**src/pkg/bpo_pkg.sv**
```systemverilog
package bpo_pkg;

  // ----------------------------------------------------------------
  // register map (byte addresses on the axi4-lite slave)
  // ----------------------------------------------------------------
  localparam int          BPO_AW          = 8;         // register address width
  localparam logic [7:0]  BPO_OFS_CTL     = 8'h00;     // pwm_control_reg
  localparam logic [7:0]  BPO_OFS_SD      = 8'h04;     // shutdown_control_reg
  localparam logic [7:0]  BPO_OFS_DB      = 8'h08;     // deadband_control_reg
  localparam logic [7:0]  BPO_OFS_ST      = 8'h0C;     // steering_control_reg
  localparam logic [7:0]  BPO_OFS_STAT    = 8'h10;     // read-only live state

  // ----------------------------------------------------------------
  // field positions
  // ----------------------------------------------------------------
  localparam int          BPO_CFG_LSB     = 6;         // output_config_field [7:6]
  localparam int          BPO_SUB_LSB     = 0;         // pwm_submode_field [3:0]
  localparam int          BPO_STAT_BIT    = 7;         // shutdown_event_status
  localparam int          BPO_SEL_LSB     = 4;         // shutdown_source_select [6:4]
  localparam int          BPO_AC_LSB      = 2;         // pair_ac_shutdown_state [3:2]
  localparam int          BPO_BD_LSB      = 0;         // pair_bd_shutdown_state [1:0]
  localparam int          BPO_RS_BIT      = 7;         // auto_restart_enable
  localparam int          BPO_SYNC_BIT    = 4;         // steering_sync_select

  // ----------------------------------------------------------------
  // reset values and codes
  // ----------------------------------------------------------------
  localparam logic [3:0]  BPO_STEER_RST   = 4'h1;      // steering_enable_bits after reset
  localparam logic [1:0]  BPO_SUB_PWM     = 2'h3;      // submode upper bits: pwm on
  localparam logic [1:0]  BPO_SS_LOW      = 2'h0;      // shutdown state: drive 0
  localparam logic [1:0]  BPO_SS_HIGH     = 2'h1;      // shutdown state: drive 1
  localparam logic [1:0]  BPO_RESP_OKAY   = 2'h0;      // axi okay
  localparam logic [1:0]  BPO_RESP_SLVERR = 2'h2;      // axi slave error

  // output_config_field codes
  typedef enum logic [1:0] {
    BPO_CFG_SINGLE = 2'h0,
    BPO_CFG_FWD    = 2'h1,
    BPO_CFG_HALF   = 2'h2,
    BPO_CFG_REV    = 2'h3
  } bpo_cfg_t;

  // complete block state, registered as one word
  typedef struct packed {
    logic [2:0]       sync1;     // int_n, cmp1, cmp0 first stage
    logic [2:0]       sync2;     // second stage
    logic [1:0]       cfg;       // output_config_field
    logic [3:0]       sub;       // pwm_submode_field
    logic             stat;      // shutdown_event_status
    logic [2:0]       sel;       // shutdown_source_select
    logic [1:0]       ss_ac;     // pair_ac_shutdown_state
    logic [1:0]       ss_bd;     // pair_bd_shutdown_state
    logic             rs_en;     // auto_restart_enable
    logic [6:0]       db;        // deadband_count
    logic             st_sync;   // steering_sync_select
    logic [3:0]       st_en;     // steering_enable_bits (as written)
    logic [3:0]       steer;     // steering in effect
    logic             run;       // pwm output running
    logic             hold;      // outputs held in shutdown state
    logic             dir;       // direction in effect (1 = reverse)
    logic             blank;     // modulated outputs forced off
    logic [1:0][6:0]  dbc;       // dead-band counters a, b
    logic [1:0]       dbo;       // dead-band delayed actives a, b
    logic [3:0]       pin;       // pin levels d..a
    logic [3:0]       oe;        // pin enables d..a
    logic             aw_got;    // write address held
    logic [7:0]       aw_addr;   // held write address
    logic             w_got;     // write data held
    logic [7:0]       w_data;    // held write byte
    logic             w_lane;    // byte lane 0 strobe
    logic             awready;   // axi awready
    logic             wready;    // axi wready
    logic             bvalid;    // axi bvalid
    logic [1:0]       bresp;     // axi bresp
    logic             arready;   // axi arready
    logic             rvalid;    // axi rvalid
    logic [1:0]       rresp;     // axi rresp
    logic [31:0]      rdata;     // axi rdata
  } bpo_state_t;

endpackage : bpo_pkg

```
**src/design/bpo_bridge_out.sv**
```systemverilog
`timescale 1ns/10ps
// Function
// - forward: A active, D modulated, B C inactive
// - reverse: C active, B modulated, A D inactive
// - direction change takes effect next pwm cycle
// - four counts early: blank B D, swap A C
// - no dead-band delay in full-bridge
// - shutdown sources: int pin low, comparator high
// - status bit reads 1 while a source is present
// - event sets status until firmware or restart clears
// - shutdown forces enabled pins to shutdown states
// - pairs A/C and B/D: high, low, high-z
// - shutdown input is level sensitive
// - status writes ignored while source present
// - restart resumes only at next period start
// - firmware writing 1 forces shutdown
// - auto-restart clears firmware-set status at once
// - auto-restart clears status once condition gone
// - dead-band delays only inactive-to-active edges
// - dead-band length from low seven bits
// - single mode drives pwm on steered pins
// - steered pin polarity from submode low bits
// - single mode: shutdown touches only steered pins
// - half-bridge: A pwm, B complement, delayed
// - dead-band beyond duty keeps output inactive
// - steering immediate or at next period start
module bpo_bridge_out
  import bpo_pkg::*;
(
  input  wire logic              aclk,            // 50 mhz instruction-cycle clock
  input  wire logic              aresetn,         // synchronous reset, active low
  input  wire logic [BPO_AW-1:0] s_axi_awaddr,    // write address
  input  wire logic              s_axi_awvalid,   // write address valid
  output wire logic              s_axi_awready,   // write address ready
  input  wire logic [31:0]       s_axi_wdata,     // write data
  input  wire logic [3:0]        s_axi_wstrb,     // write byte strobes
  input  wire logic              s_axi_wvalid,    // write data valid
  output wire logic              s_axi_wready,    // write data ready
  output wire logic [1:0]        s_axi_bresp,     // write response
  output wire logic              s_axi_bvalid,    // write response valid
  input  wire logic              s_axi_bready,    // write response ready
  input  wire logic [BPO_AW-1:0] s_axi_araddr,    // read address
  input  wire logic              s_axi_arvalid,   // read address valid
  output wire logic              s_axi_arready,   // read address ready
  output wire logic [31:0]       s_axi_rdata,     // read data
  output wire logic [1:0]        s_axi_rresp,     // read response
  output wire logic              s_axi_rvalid,    // read data valid
  input  wire logic              s_axi_rready,    // read data ready
  input  wire logic              pwm_base,        // base pwm waveform, same clock
  input  wire logic              period_start,    // pulse: first cycle of a period
  input  wire logic              dir_point,       // pulse: four counts before period end
  input  wire logic              ext_int_n_pin,   // external interrupt pin, async
  input  wire logic [1:0]        comparator_output, // comparator levels, async
  output wire logic [3:0]        bridge_out,      // pin levels d..a
  output wire logic [3:0]        bridge_oe        // pin drive enables d..a, high drives
);

  // ----------------------------------------------------------------
  // helper functions
  // ----------------------------------------------------------------

  // known register offsets; used by both write and read answers
  function automatic logic addr_ok(input logic [7:0] a);
    if (a == BPO_OFS_CTL) return 1'b1;
    else if (a == BPO_OFS_SD) return 1'b1;
    else if (a == BPO_OFS_DB) return 1'b1;
    else if (a == BPO_OFS_ST) return 1'b1;
    else if (a == BPO_OFS_STAT) return 1'b1;
    else return 1'b0;
  endfunction : addr_ok

  // source select: bit0 comparator 0, bit1 comparator 1, bit2 int pin
  function automatic logic sd_source(input logic [2:0] sel, input logic int_n,
                                     input logic c1, input logic c0);
    return (sel[2] & ~int_n) | (sel[1] & c1) | (sel[0] & c0);
  endfunction : sd_source

  // ----------------------------------------------------------------
  // state
  // ----------------------------------------------------------------
  bpo_state_t state_ff;    // every flop of the block
  bpo_state_t nxt_state;   // next value

  logic       src;         // shutdown source level after sync
  logic       do_wr;       // register write happens this cycle
  logic       wr_ctl;      // write strobe, control
  logic       wr_sd;       // write strobe, shutdown control
  logic       wr_db;       // write strobe, dead-band
  logic       wr_st;       // write strobe, steering
  logic       full;        // full-bridge selected
  logic [3:0] act;         // logical active level per pin
  logic [3:0] en;          // pins owned by the pwm
  logic [3:0] lowp;        // active-low polarity per pin
  logic [7:0] rd_byte;     // read data byte

  assign src = sd_source(state_ff.sel, state_ff.sync2[2], state_ff.sync2[1],
                         state_ff.sync2[0]);
  assign full = state_ff.cfg[0];

  // ----------------------------------------------------------------
  // next-state logic
  // ----------------------------------------------------------------
  always_comb
  begin
    nxt_state = state_ff;
    act       = 4'h0;
    en        = 4'h0;
    rd_byte   = 8'h00;

    // pins and comparators pass two flops before use
    nxt_state.sync1 = {ext_int_n_pin, comparator_output};
    nxt_state.sync2 = state_ff.sync1;

    // -------- axi write channel --------
    // address and data are taken in either order; write once both held
    do_wr  = state_ff.aw_got && state_ff.w_got && !state_ff.bvalid;
    wr_ctl = do_wr && state_ff.w_lane && (state_ff.aw_addr == BPO_OFS_CTL);
    wr_sd  = do_wr && state_ff.w_lane && (state_ff.aw_addr == BPO_OFS_SD);
    wr_db  = do_wr && state_ff.w_lane && (state_ff.aw_addr == BPO_OFS_DB);
    wr_st  = do_wr && state_ff.w_lane && (state_ff.aw_addr == BPO_OFS_ST);
    if (state_ff.bvalid && s_axi_bready)
    begin
      nxt_state.bvalid = 1'b0;
    end
    if (s_axi_awvalid && state_ff.awready)
    begin
      nxt_state.aw_got  = 1'b1;
      nxt_state.aw_addr = s_axi_awaddr;
    end
    if (s_axi_wvalid && state_ff.wready)
    begin
      nxt_state.w_got  = 1'b1;
      nxt_state.w_data = s_axi_wdata[7:0];
      nxt_state.w_lane = s_axi_wstrb[0];
    end
    if (do_wr)
    begin
      nxt_state.aw_got = 1'b0;
      nxt_state.w_got  = 1'b0;
      nxt_state.bvalid = 1'b1;
      nxt_state.bresp  = addr_ok(state_ff.aw_addr) ? BPO_RESP_OKAY : BPO_RESP_SLVERR;
    end
    // ready is registered from next-state values, so it drops on the capture edge
    nxt_state.awready = !nxt_state.aw_got && !nxt_state.bvalid;
    nxt_state.wready  = !nxt_state.w_got && !nxt_state.bvalid;

    // -------- register writes --------
    if (wr_ctl)
    begin
      nxt_state.cfg = state_ff.w_data[BPO_CFG_LSB +: 2];
      nxt_state.sub = state_ff.w_data[BPO_SUB_LSB +: 4];
    end
    if (wr_sd)
    begin
      nxt_state.sel   = state_ff.w_data[BPO_SEL_LSB +: 3];
      nxt_state.ss_ac = state_ff.w_data[BPO_AC_LSB +: 2];
      nxt_state.ss_bd = state_ff.w_data[BPO_BD_LSB +: 2];
    end
    if (wr_db)
    begin
      nxt_state.rs_en = state_ff.w_data[BPO_RS_BIT];
      nxt_state.db    = state_ff.w_data[6:0];
    end
    if (wr_st)
    begin
      nxt_state.st_sync = state_ff.w_data[BPO_SYNC_BIT];
      nxt_state.st_en   = state_ff.w_data[3:0];
    end

    // -------- shutdown event status --------
    // a live source always wins, so firmware cannot clear it early
    if (src)
    begin
      nxt_state.stat = 1'b1;
    end
    else if (wr_sd)
    begin
      // a firmware set is cleared at once when auto-restart is on
      nxt_state.stat = state_ff.w_data[BPO_STAT_BIT] & ~state_ff.rs_en;
    end
    else if (state_ff.rs_en)
    begin
      nxt_state.stat = 1'b0;
    end

    // -------- shutdown hold --------
    // hold covers the gap between status clearing and the next period
    if (src || state_ff.stat || (wr_sd && state_ff.w_data[BPO_STAT_BIT]))
    begin
      nxt_state.hold = 1'b1;
    end
    else if (period_start)
    begin
      nxt_state.hold = 1'b0;
    end

    // -------- enable: start only on a whole period --------
    if (state_ff.sub[3:2] != BPO_SUB_PWM)
    begin
      nxt_state.run = 1'b0;
    end
    else if (period_start)
    begin
      nxt_state.run = 1'b1;
    end

    // -------- direction --------
    if (!state_ff.run || !full)
    begin
      nxt_state.dir   = state_ff.cfg[1];
      nxt_state.blank = 1'b0;
    end
    else
    begin
      if (period_start)
      begin
        nxt_state.blank = 1'b0;
      end
      if (dir_point && (state_ff.cfg[1] != state_ff.dir))
      begin
        // swap the steady pair early, silence the modulated pair
        nxt_state.dir   = state_ff.cfg[1];
        nxt_state.blank = 1'b1;
      end
    end

    // -------- steering update --------
    if (!state_ff.st_sync)
    begin
      nxt_state.steer = state_ff.st_en;
    end
    else if (period_start)
    begin
      nxt_state.steer = state_ff.st_en;
    end

    // -------- dead-band, half-bridge only --------
    // a counter restarts on every rising edge, so a short pulse never
    // reaches the count and its output stays inactive
    for (int i = 0; i < 2; i++)
    begin
      if (((i == 0) ? pwm_base : ~pwm_base) == 1'b0 || state_ff.cfg != BPO_CFG_HALF)
      begin
        nxt_state.dbc[i] = 7'h00;
        nxt_state.dbo[i] = 1'b0;
      end
      else if (state_ff.dbc[i] < state_ff.db)
      begin
        nxt_state.dbc[i] = state_ff.dbc[i] + 7'h01;
        nxt_state.dbo[i] = 1'b0;
      end
      else
      begin
        nxt_state.dbo[i] = 1'b1;
      end
    end

    // -------- output mode --------
    case (bpo_cfg_t'(state_ff.cfg))
      BPO_CFG_SINGLE:
      begin
        act = {4{pwm_base}};
        en  = state_ff.steer;
      end
      BPO_CFG_HALF:
      begin
        act = {2'b00, state_ff.dbo[1], state_ff.dbo[0]};
        en  = 4'h3;
      end
      default:
      begin
        // no dead-band here: the raw waveform drives the modulated pin
        if (!state_ff.dir)
        begin
          act = {pwm_base & ~state_ff.blank, 2'b00, 1'b1};
        end
        else
        begin
          act = {1'b0, 1'b1, pwm_base & ~state_ff.blank, 1'b0};
        end
        en = 4'hF;
      end
    endcase

    // polarity: a and c follow bit 1, b and d bit 0
    lowp = {state_ff.sub[0], state_ff.sub[1], state_ff.sub[0], state_ff.sub[1]};
    nxt_state.pin = act ^ lowp;
    nxt_state.oe  = en;
    if (!state_ff.run)
    begin
      nxt_state.pin = 4'h0;
      nxt_state.oe  = 4'h0;
    end
    else if (state_ff.hold || src)
    begin
      // only pwm-owned pins are taken over by the shutdown state
      for (int k = 0; k < 4; k++)
      begin
        if (en[k])
        begin
          if ((k % 2) == 0)
          begin
            nxt_state.pin[k] = (state_ff.ss_ac == BPO_SS_HIGH);
            nxt_state.oe[k]  = (state_ff.ss_ac[1] == 1'b0);
          end
          else
          begin
            nxt_state.pin[k] = (state_ff.ss_bd == BPO_SS_HIGH);
            nxt_state.oe[k]  = (state_ff.ss_bd[1] == 1'b0);
          end
        end
      end
    end

    // -------- axi read channel --------
    if (state_ff.rvalid && s_axi_rready)
    begin
      nxt_state.rvalid = 1'b0;
    end
    if (s_axi_arvalid && state_ff.arready)
    begin
      if (s_axi_araddr == BPO_OFS_CTL)
        rd_byte = {state_ff.cfg, 2'b00, state_ff.sub};
      else if (s_axi_araddr == BPO_OFS_SD)
        rd_byte = {state_ff.stat, state_ff.sel, state_ff.ss_ac, state_ff.ss_bd};
      else if (s_axi_araddr == BPO_OFS_DB)
        rd_byte = {state_ff.rs_en, state_ff.db};
      else if (s_axi_araddr == BPO_OFS_ST)
        rd_byte = {3'b000, state_ff.st_sync, state_ff.st_en};
      else if (s_axi_araddr == BPO_OFS_STAT)
        rd_byte = {state_ff.run, state_ff.hold, state_ff.dir, state_ff.blank,
                   state_ff.oe};
      else
        rd_byte = 8'h00;
      nxt_state.rvalid = 1'b1;
      nxt_state.rdata  = {24'h000000, rd_byte};
      nxt_state.rresp  = addr_ok(s_axi_araddr) ? BPO_RESP_OKAY : BPO_RESP_SLVERR;
    end
    nxt_state.arready = !nxt_state.rvalid;
  end

  // ----------------------------------------------------------------
  // state register
  // ----------------------------------------------------------------
  always_ff @(posedge aclk)
  begin
    if (!aresetn)
    begin
      state_ff       <= '0;
      state_ff.sync1 <= 3'h4;           // int pin idles high
      state_ff.sync2 <= 3'h4;
      state_ff.st_en <= BPO_STEER_RST;
      state_ff.steer <= BPO_STEER_RST;
    end
    else
    begin
      state_ff <= nxt_state;
    end
  end

  assign s_axi_awready = state_ff.awready;
  assign s_axi_wready  = state_ff.wready;
  assign s_axi_bvalid  = state_ff.bvalid;
  assign s_axi_bresp   = state_ff.bresp;
  assign s_axi_arready = state_ff.arready;
  assign s_axi_rvalid  = state_ff.rvalid;
  assign s_axi_rresp   = state_ff.rresp;
  assign s_axi_rdata   = state_ff.rdata;
  assign bridge_out    = state_ff.pin;
  assign bridge_oe     = state_ff.oe;
endmodule : bpo_bridge_out

```
**config.mk**
```make
export PLATFORM = sky130hd
export DESIGN_NAME = bpo_bridge_out
export DESIGN_NICKNAME = d
export VERILOG_FILES = /design/src/pkg/bpo_pkg.sv /design/src/design/bpo_bridge_out.sv
export SDC_FILE = /design/constraint.sdc
export NUM_CORES = 1
export LEC_CHECK = 0
export ABC_CLOCK_PERIOD_IN_PS = 2200
export BUFFER_PORTS_ARGS = -buffer_cell sky130_fd_sc_hd__buf_2
export CAP_MARGIN = 0
export CORE_UTILIZATION = 40
export DETAILED_ROUTE_END_ITERATION = 12
export HOLD_SLACK_MARGIN = 0.05
export SKIP_LAST_GASP = 1
export SYNTH_ARGS = -nofsm -noshare
export SYNTH_HDL_FRONTEND = slang
export SYNTH_SLANG_ARGS = --single-unit
```
**constraint.sdc**
```tcl
create_clock -name aclk -period 2.2 [get_ports aclk]
set_input_delay 0.22 -clock aclk [delete_from_list [all_inputs] [get_ports aclk]]
set_output_delay 0.22 -clock aclk [all_outputs]
set_load 0.01 [all_outputs]
```
==> results by group <==
Clock network
  • CTS H-tree depth: 3
  • CTS tree: done
  • Clock Path Buffers: 2
  • Root buffer cell: clkbuf_16
  • Post-CTS Setup Bufs: 0
  • Worst-path clk slew: 0.07 ns
  • Worst-skew pair later-pin latency: ~0.35 ns
  • TritonCTS Sinks: 99
  • Num CTS Buffers: 9

Timing
  • Min Tclk post-route: between 2 and 2.5 ns
  • Final hold vios: 0
  • Max Slew Vio Count: 0
  • Crit share post-route: 0.971
  • Final setup fails: 0
  • Slew headroom: 0.517
  • Worst clock skew: 0.00739 ns
  • Least-Margin Pin Slew: 0.718 ns
  • Setup TNS: 0 ns
  • FMAX: 0.468 GHz

Finish
  • Final Cell Area: 5210 um2
  • Final cell count without fillers: 729
  • Fill cells: about 1.1k
  • Fin nets: 660
  • Share of layout cells above drive strength 1: 0.164
  • Area Growth Syn to Fin: 10.7%
  • Antenna Cells: 0

Logic synthesis
  • Commonest cells in the netlist: 99 x dfxtp_1, 64 x nand2_1, 45 x a21oi_1, 45 x buf_4, 45 x nor2_1
  • Predominant post-synthesis flop cell: dfxtp_1
  • Avg Inst Size Synth: between 8 and 9 um2
  • Netlist cell types: 53
  • Most frequent cell after synthesis: dfxtp_1
  • Synth area leader: dfxtp_1
  • Post-Synthesis Cells: 546
  • Post-synth top area share: 0.421
  • Synth area leaders: dfxtp_1 42%, buf_4 7.2%, mux2i_1 6.0%
  • Synth warn: 0
  • Synth Register Bits: 99
  • Post-synthesis cell area: 4710 um2
  • Sequential area share after synthesis: 0.421
  • Asr flop ratio synth: 0
  • Post-synth EDFFs: 0

Detailed routing
  • DRT iter0 DRCs: 203
  • Via density per instance: 5.12
  • DRC: 0
  • Iteration count of the initial detailed-routing pass: 4
  • Via count: between 3k and 4k
  • Wirelength per Cell: 13.9 um
  • Antenna violation net count after detailed routing: 0
  • Detailed Route WL: 10,100 um

Floorplan
  • # IOs: 114
  • Die Ht: 110 um
  • Die ar.: 12,200 um2
  • Starting Density: 0.412
  • Die X-Extent: 110 um
  • Rows: 39
  • Core Region: 11,400 um2

Global route
  • Grt met1 use: 0.229
  • Grt met2 use: 0.265
  • Initial antenna violation count: 0
  • Met3 Use GR: 0.0368
  • Total GRT Usage: 0.171
  • Grt total ovfl: 0
  • Global-route wire length before repair: between 15,000 and 20,000 um
  • Largest net degree at the start of global routing: 45
  • Number of global-route vias before repair: 3,497
  • GR peak layer: met2

Setup path
  • CP arrival: 2.41 ns
  • Critical Path Sink Type: flip-flop
  • Worst Setup Path Type: reg2reg
  • CP peak stage delay: 0.40 ns
  • Max FO, Critical Path: 9
  • Critical Path RT: around 2.5 ns
  • Worst Path Buf+Inv: 1
  • Worst path top cell family by delay: compound AO/OA/AOI/OAI gates
  • Crit path cell chain: inv_1 > ha_1 > and3_1 > a221oi_1 > o21ai_2 > or3_1 > a21oi_1
  • CP Launch Type: flip-flop
  • Worst path slowest cell: a221oi_1

Placement
  • Final Wtd Congestion: a little over 0.8
  • Hpwl dp: 7500 um
  • Placed instance count: 712
  • DP Area: 4900 um2
  • Port bufs: 60

Pwr
  • Max IR drop VDD: 0.000443 V
  • Power Density: 693 nW/um2
  • Static Leakage: 2.19 nW

Flow run
  • Max-cap violation count: 0

Min path
  • Hold crit path type: in2reg

Status
  • Status: finished clean
## what timing repair did
action | CTS | global route
gates resized for setup | 0 | 2
hold buffers | 1 | 0
endpoints found under the hold margin | 1 | 0
endpoints found under the setup margin | 0 | 10
## per-layer routing
metal | vias to the layer above | wire [um]
li1 | 1899 | -
met1 | 1736 | 4960
met2 | 84 | 4570
met4 | 0 | 180
met5 | - | 0
met3 | 14 | 416
## per-stage QoR
stage,worst slack (ns),utilization,power [mW],hold slack [ns]
4_1_cts,0.0259,0.456,3.65,0.0618
3_5_place_dp,0.0323,0.429,2.09,0.397
3_3_place_gp,0.140,0.429,2.09,0.400
5_1_grt,-0.0301,0.456,3.75,0.0838
6_report,0.0638,0.456,3.61,0.0737
2_1_floorplan,0.244,-,2.06,0.321
## layout by cell type (no fill, tap or decap), types with 2 or more instances in the layout
master | synthesis | routed
and2_1 | 10 | 10
o21ai_2 | 0 | 2
mux2i_1 | 28 | 28
a21oi_1 | 45 | 45
o21ai_1 | 9 | 7
nand2b_1 | 13 | 13
nand4b_1 | 3 | 3
xnor2_1 | 2 | 2
dfxtp_1 | 99 | 99
nand3_1 | 24 | 24
buf_2 | 0 | 60
o21bai_1 | 3 | 3
and3_1 | 5 | 5
o211ai_1 | 4 | 4
a32oi_1 | 2 | 2
a32o_1 | 4 | 4
o22ai_1 | 4 | 4
nand2_1 | 64 | 64
nor2b_1 | 6 | 6
a21o_1 | 2 | 2
nand3b_1 | 2 | 2
o21ai_0 | 22 | 22
nor3b_1 | 3 | 3
ha_1 | 14 | 14
a221oi_1 | 2 | 2
clkinv_4 | 0 | 2
buf_4 | 45 | 8
a22oi_1 | 6 | 6
inv_1 | 8 | 8
clkbuf_16 | 0 | 9
xor2_1 | 7 | 7
inv_6 | 0 | 3
nor2_1 | 45 | 45
or3_1 | 9 | 9
nor3_1 | 5 | 5
conb_1 | 1 | 26
a211oi_1 | 7 | 7
## worst paths after layout
kind / from / endpoint / slack [ns] / cells after the start
worst max-delay path: state_ff[101] / state_ff[81] / 0.06 / 7
worst min-delay path: comparator_output[0] / nxt_state[119] / 0.07 / 2
worst min register to register: nxt_state[121] / state_ff[121] / 0.41 / 1
worst max register to register: state_ff[101] / state_ff[81] / 0.06 / 7
## report_power, final
group	total [mW]	switching (mW)	internal [mW]	leakage, nW
sequential	1.85	0.0235	1.82	0.802
combinational	0.208	0.134	0.0740	1.24
clock	1.56	0.735	0.822	0.146
## state kept, by name, indices dropped and copies added, names as in the netlist
name	count
bridge_oe	4
bridge_out	4
full	1
lowp	2
nxt_state	3
s_axi_arready	1
s_axi_awready	1
s_axi_bresp	1
s_axi_bvalid	1
s_axi_rdata	8
s_axi_rresp	1
s_axi_rvalid	1
s_axi_wready	1
state_ff	70
## area by class of cell
class                      instances  area [um2]  area share
multi-input combinational        393        2350       0.451
sequential                        99        1980       0.380
timing repair buffer              69         370      0.0711
clock buffer                      10         239      0.0459
tap                              143         179      0.0343
clock inverter                     6        55.1      0.0106
inverter                           9        33.8     0.00648
## cell families after synthesis
family | share of synthesized area
and+or+nand+nor | 0.206
AOI/OAI and AO/OA | 0.156
DFF | 0.421
buffers and inverters | 0.101
muxes | 0.0620
adders and majority gates | 0.0372
xor gates and xnor gates | 0.0168
other | 0.000797
Power figures use the tool's default switching activity.
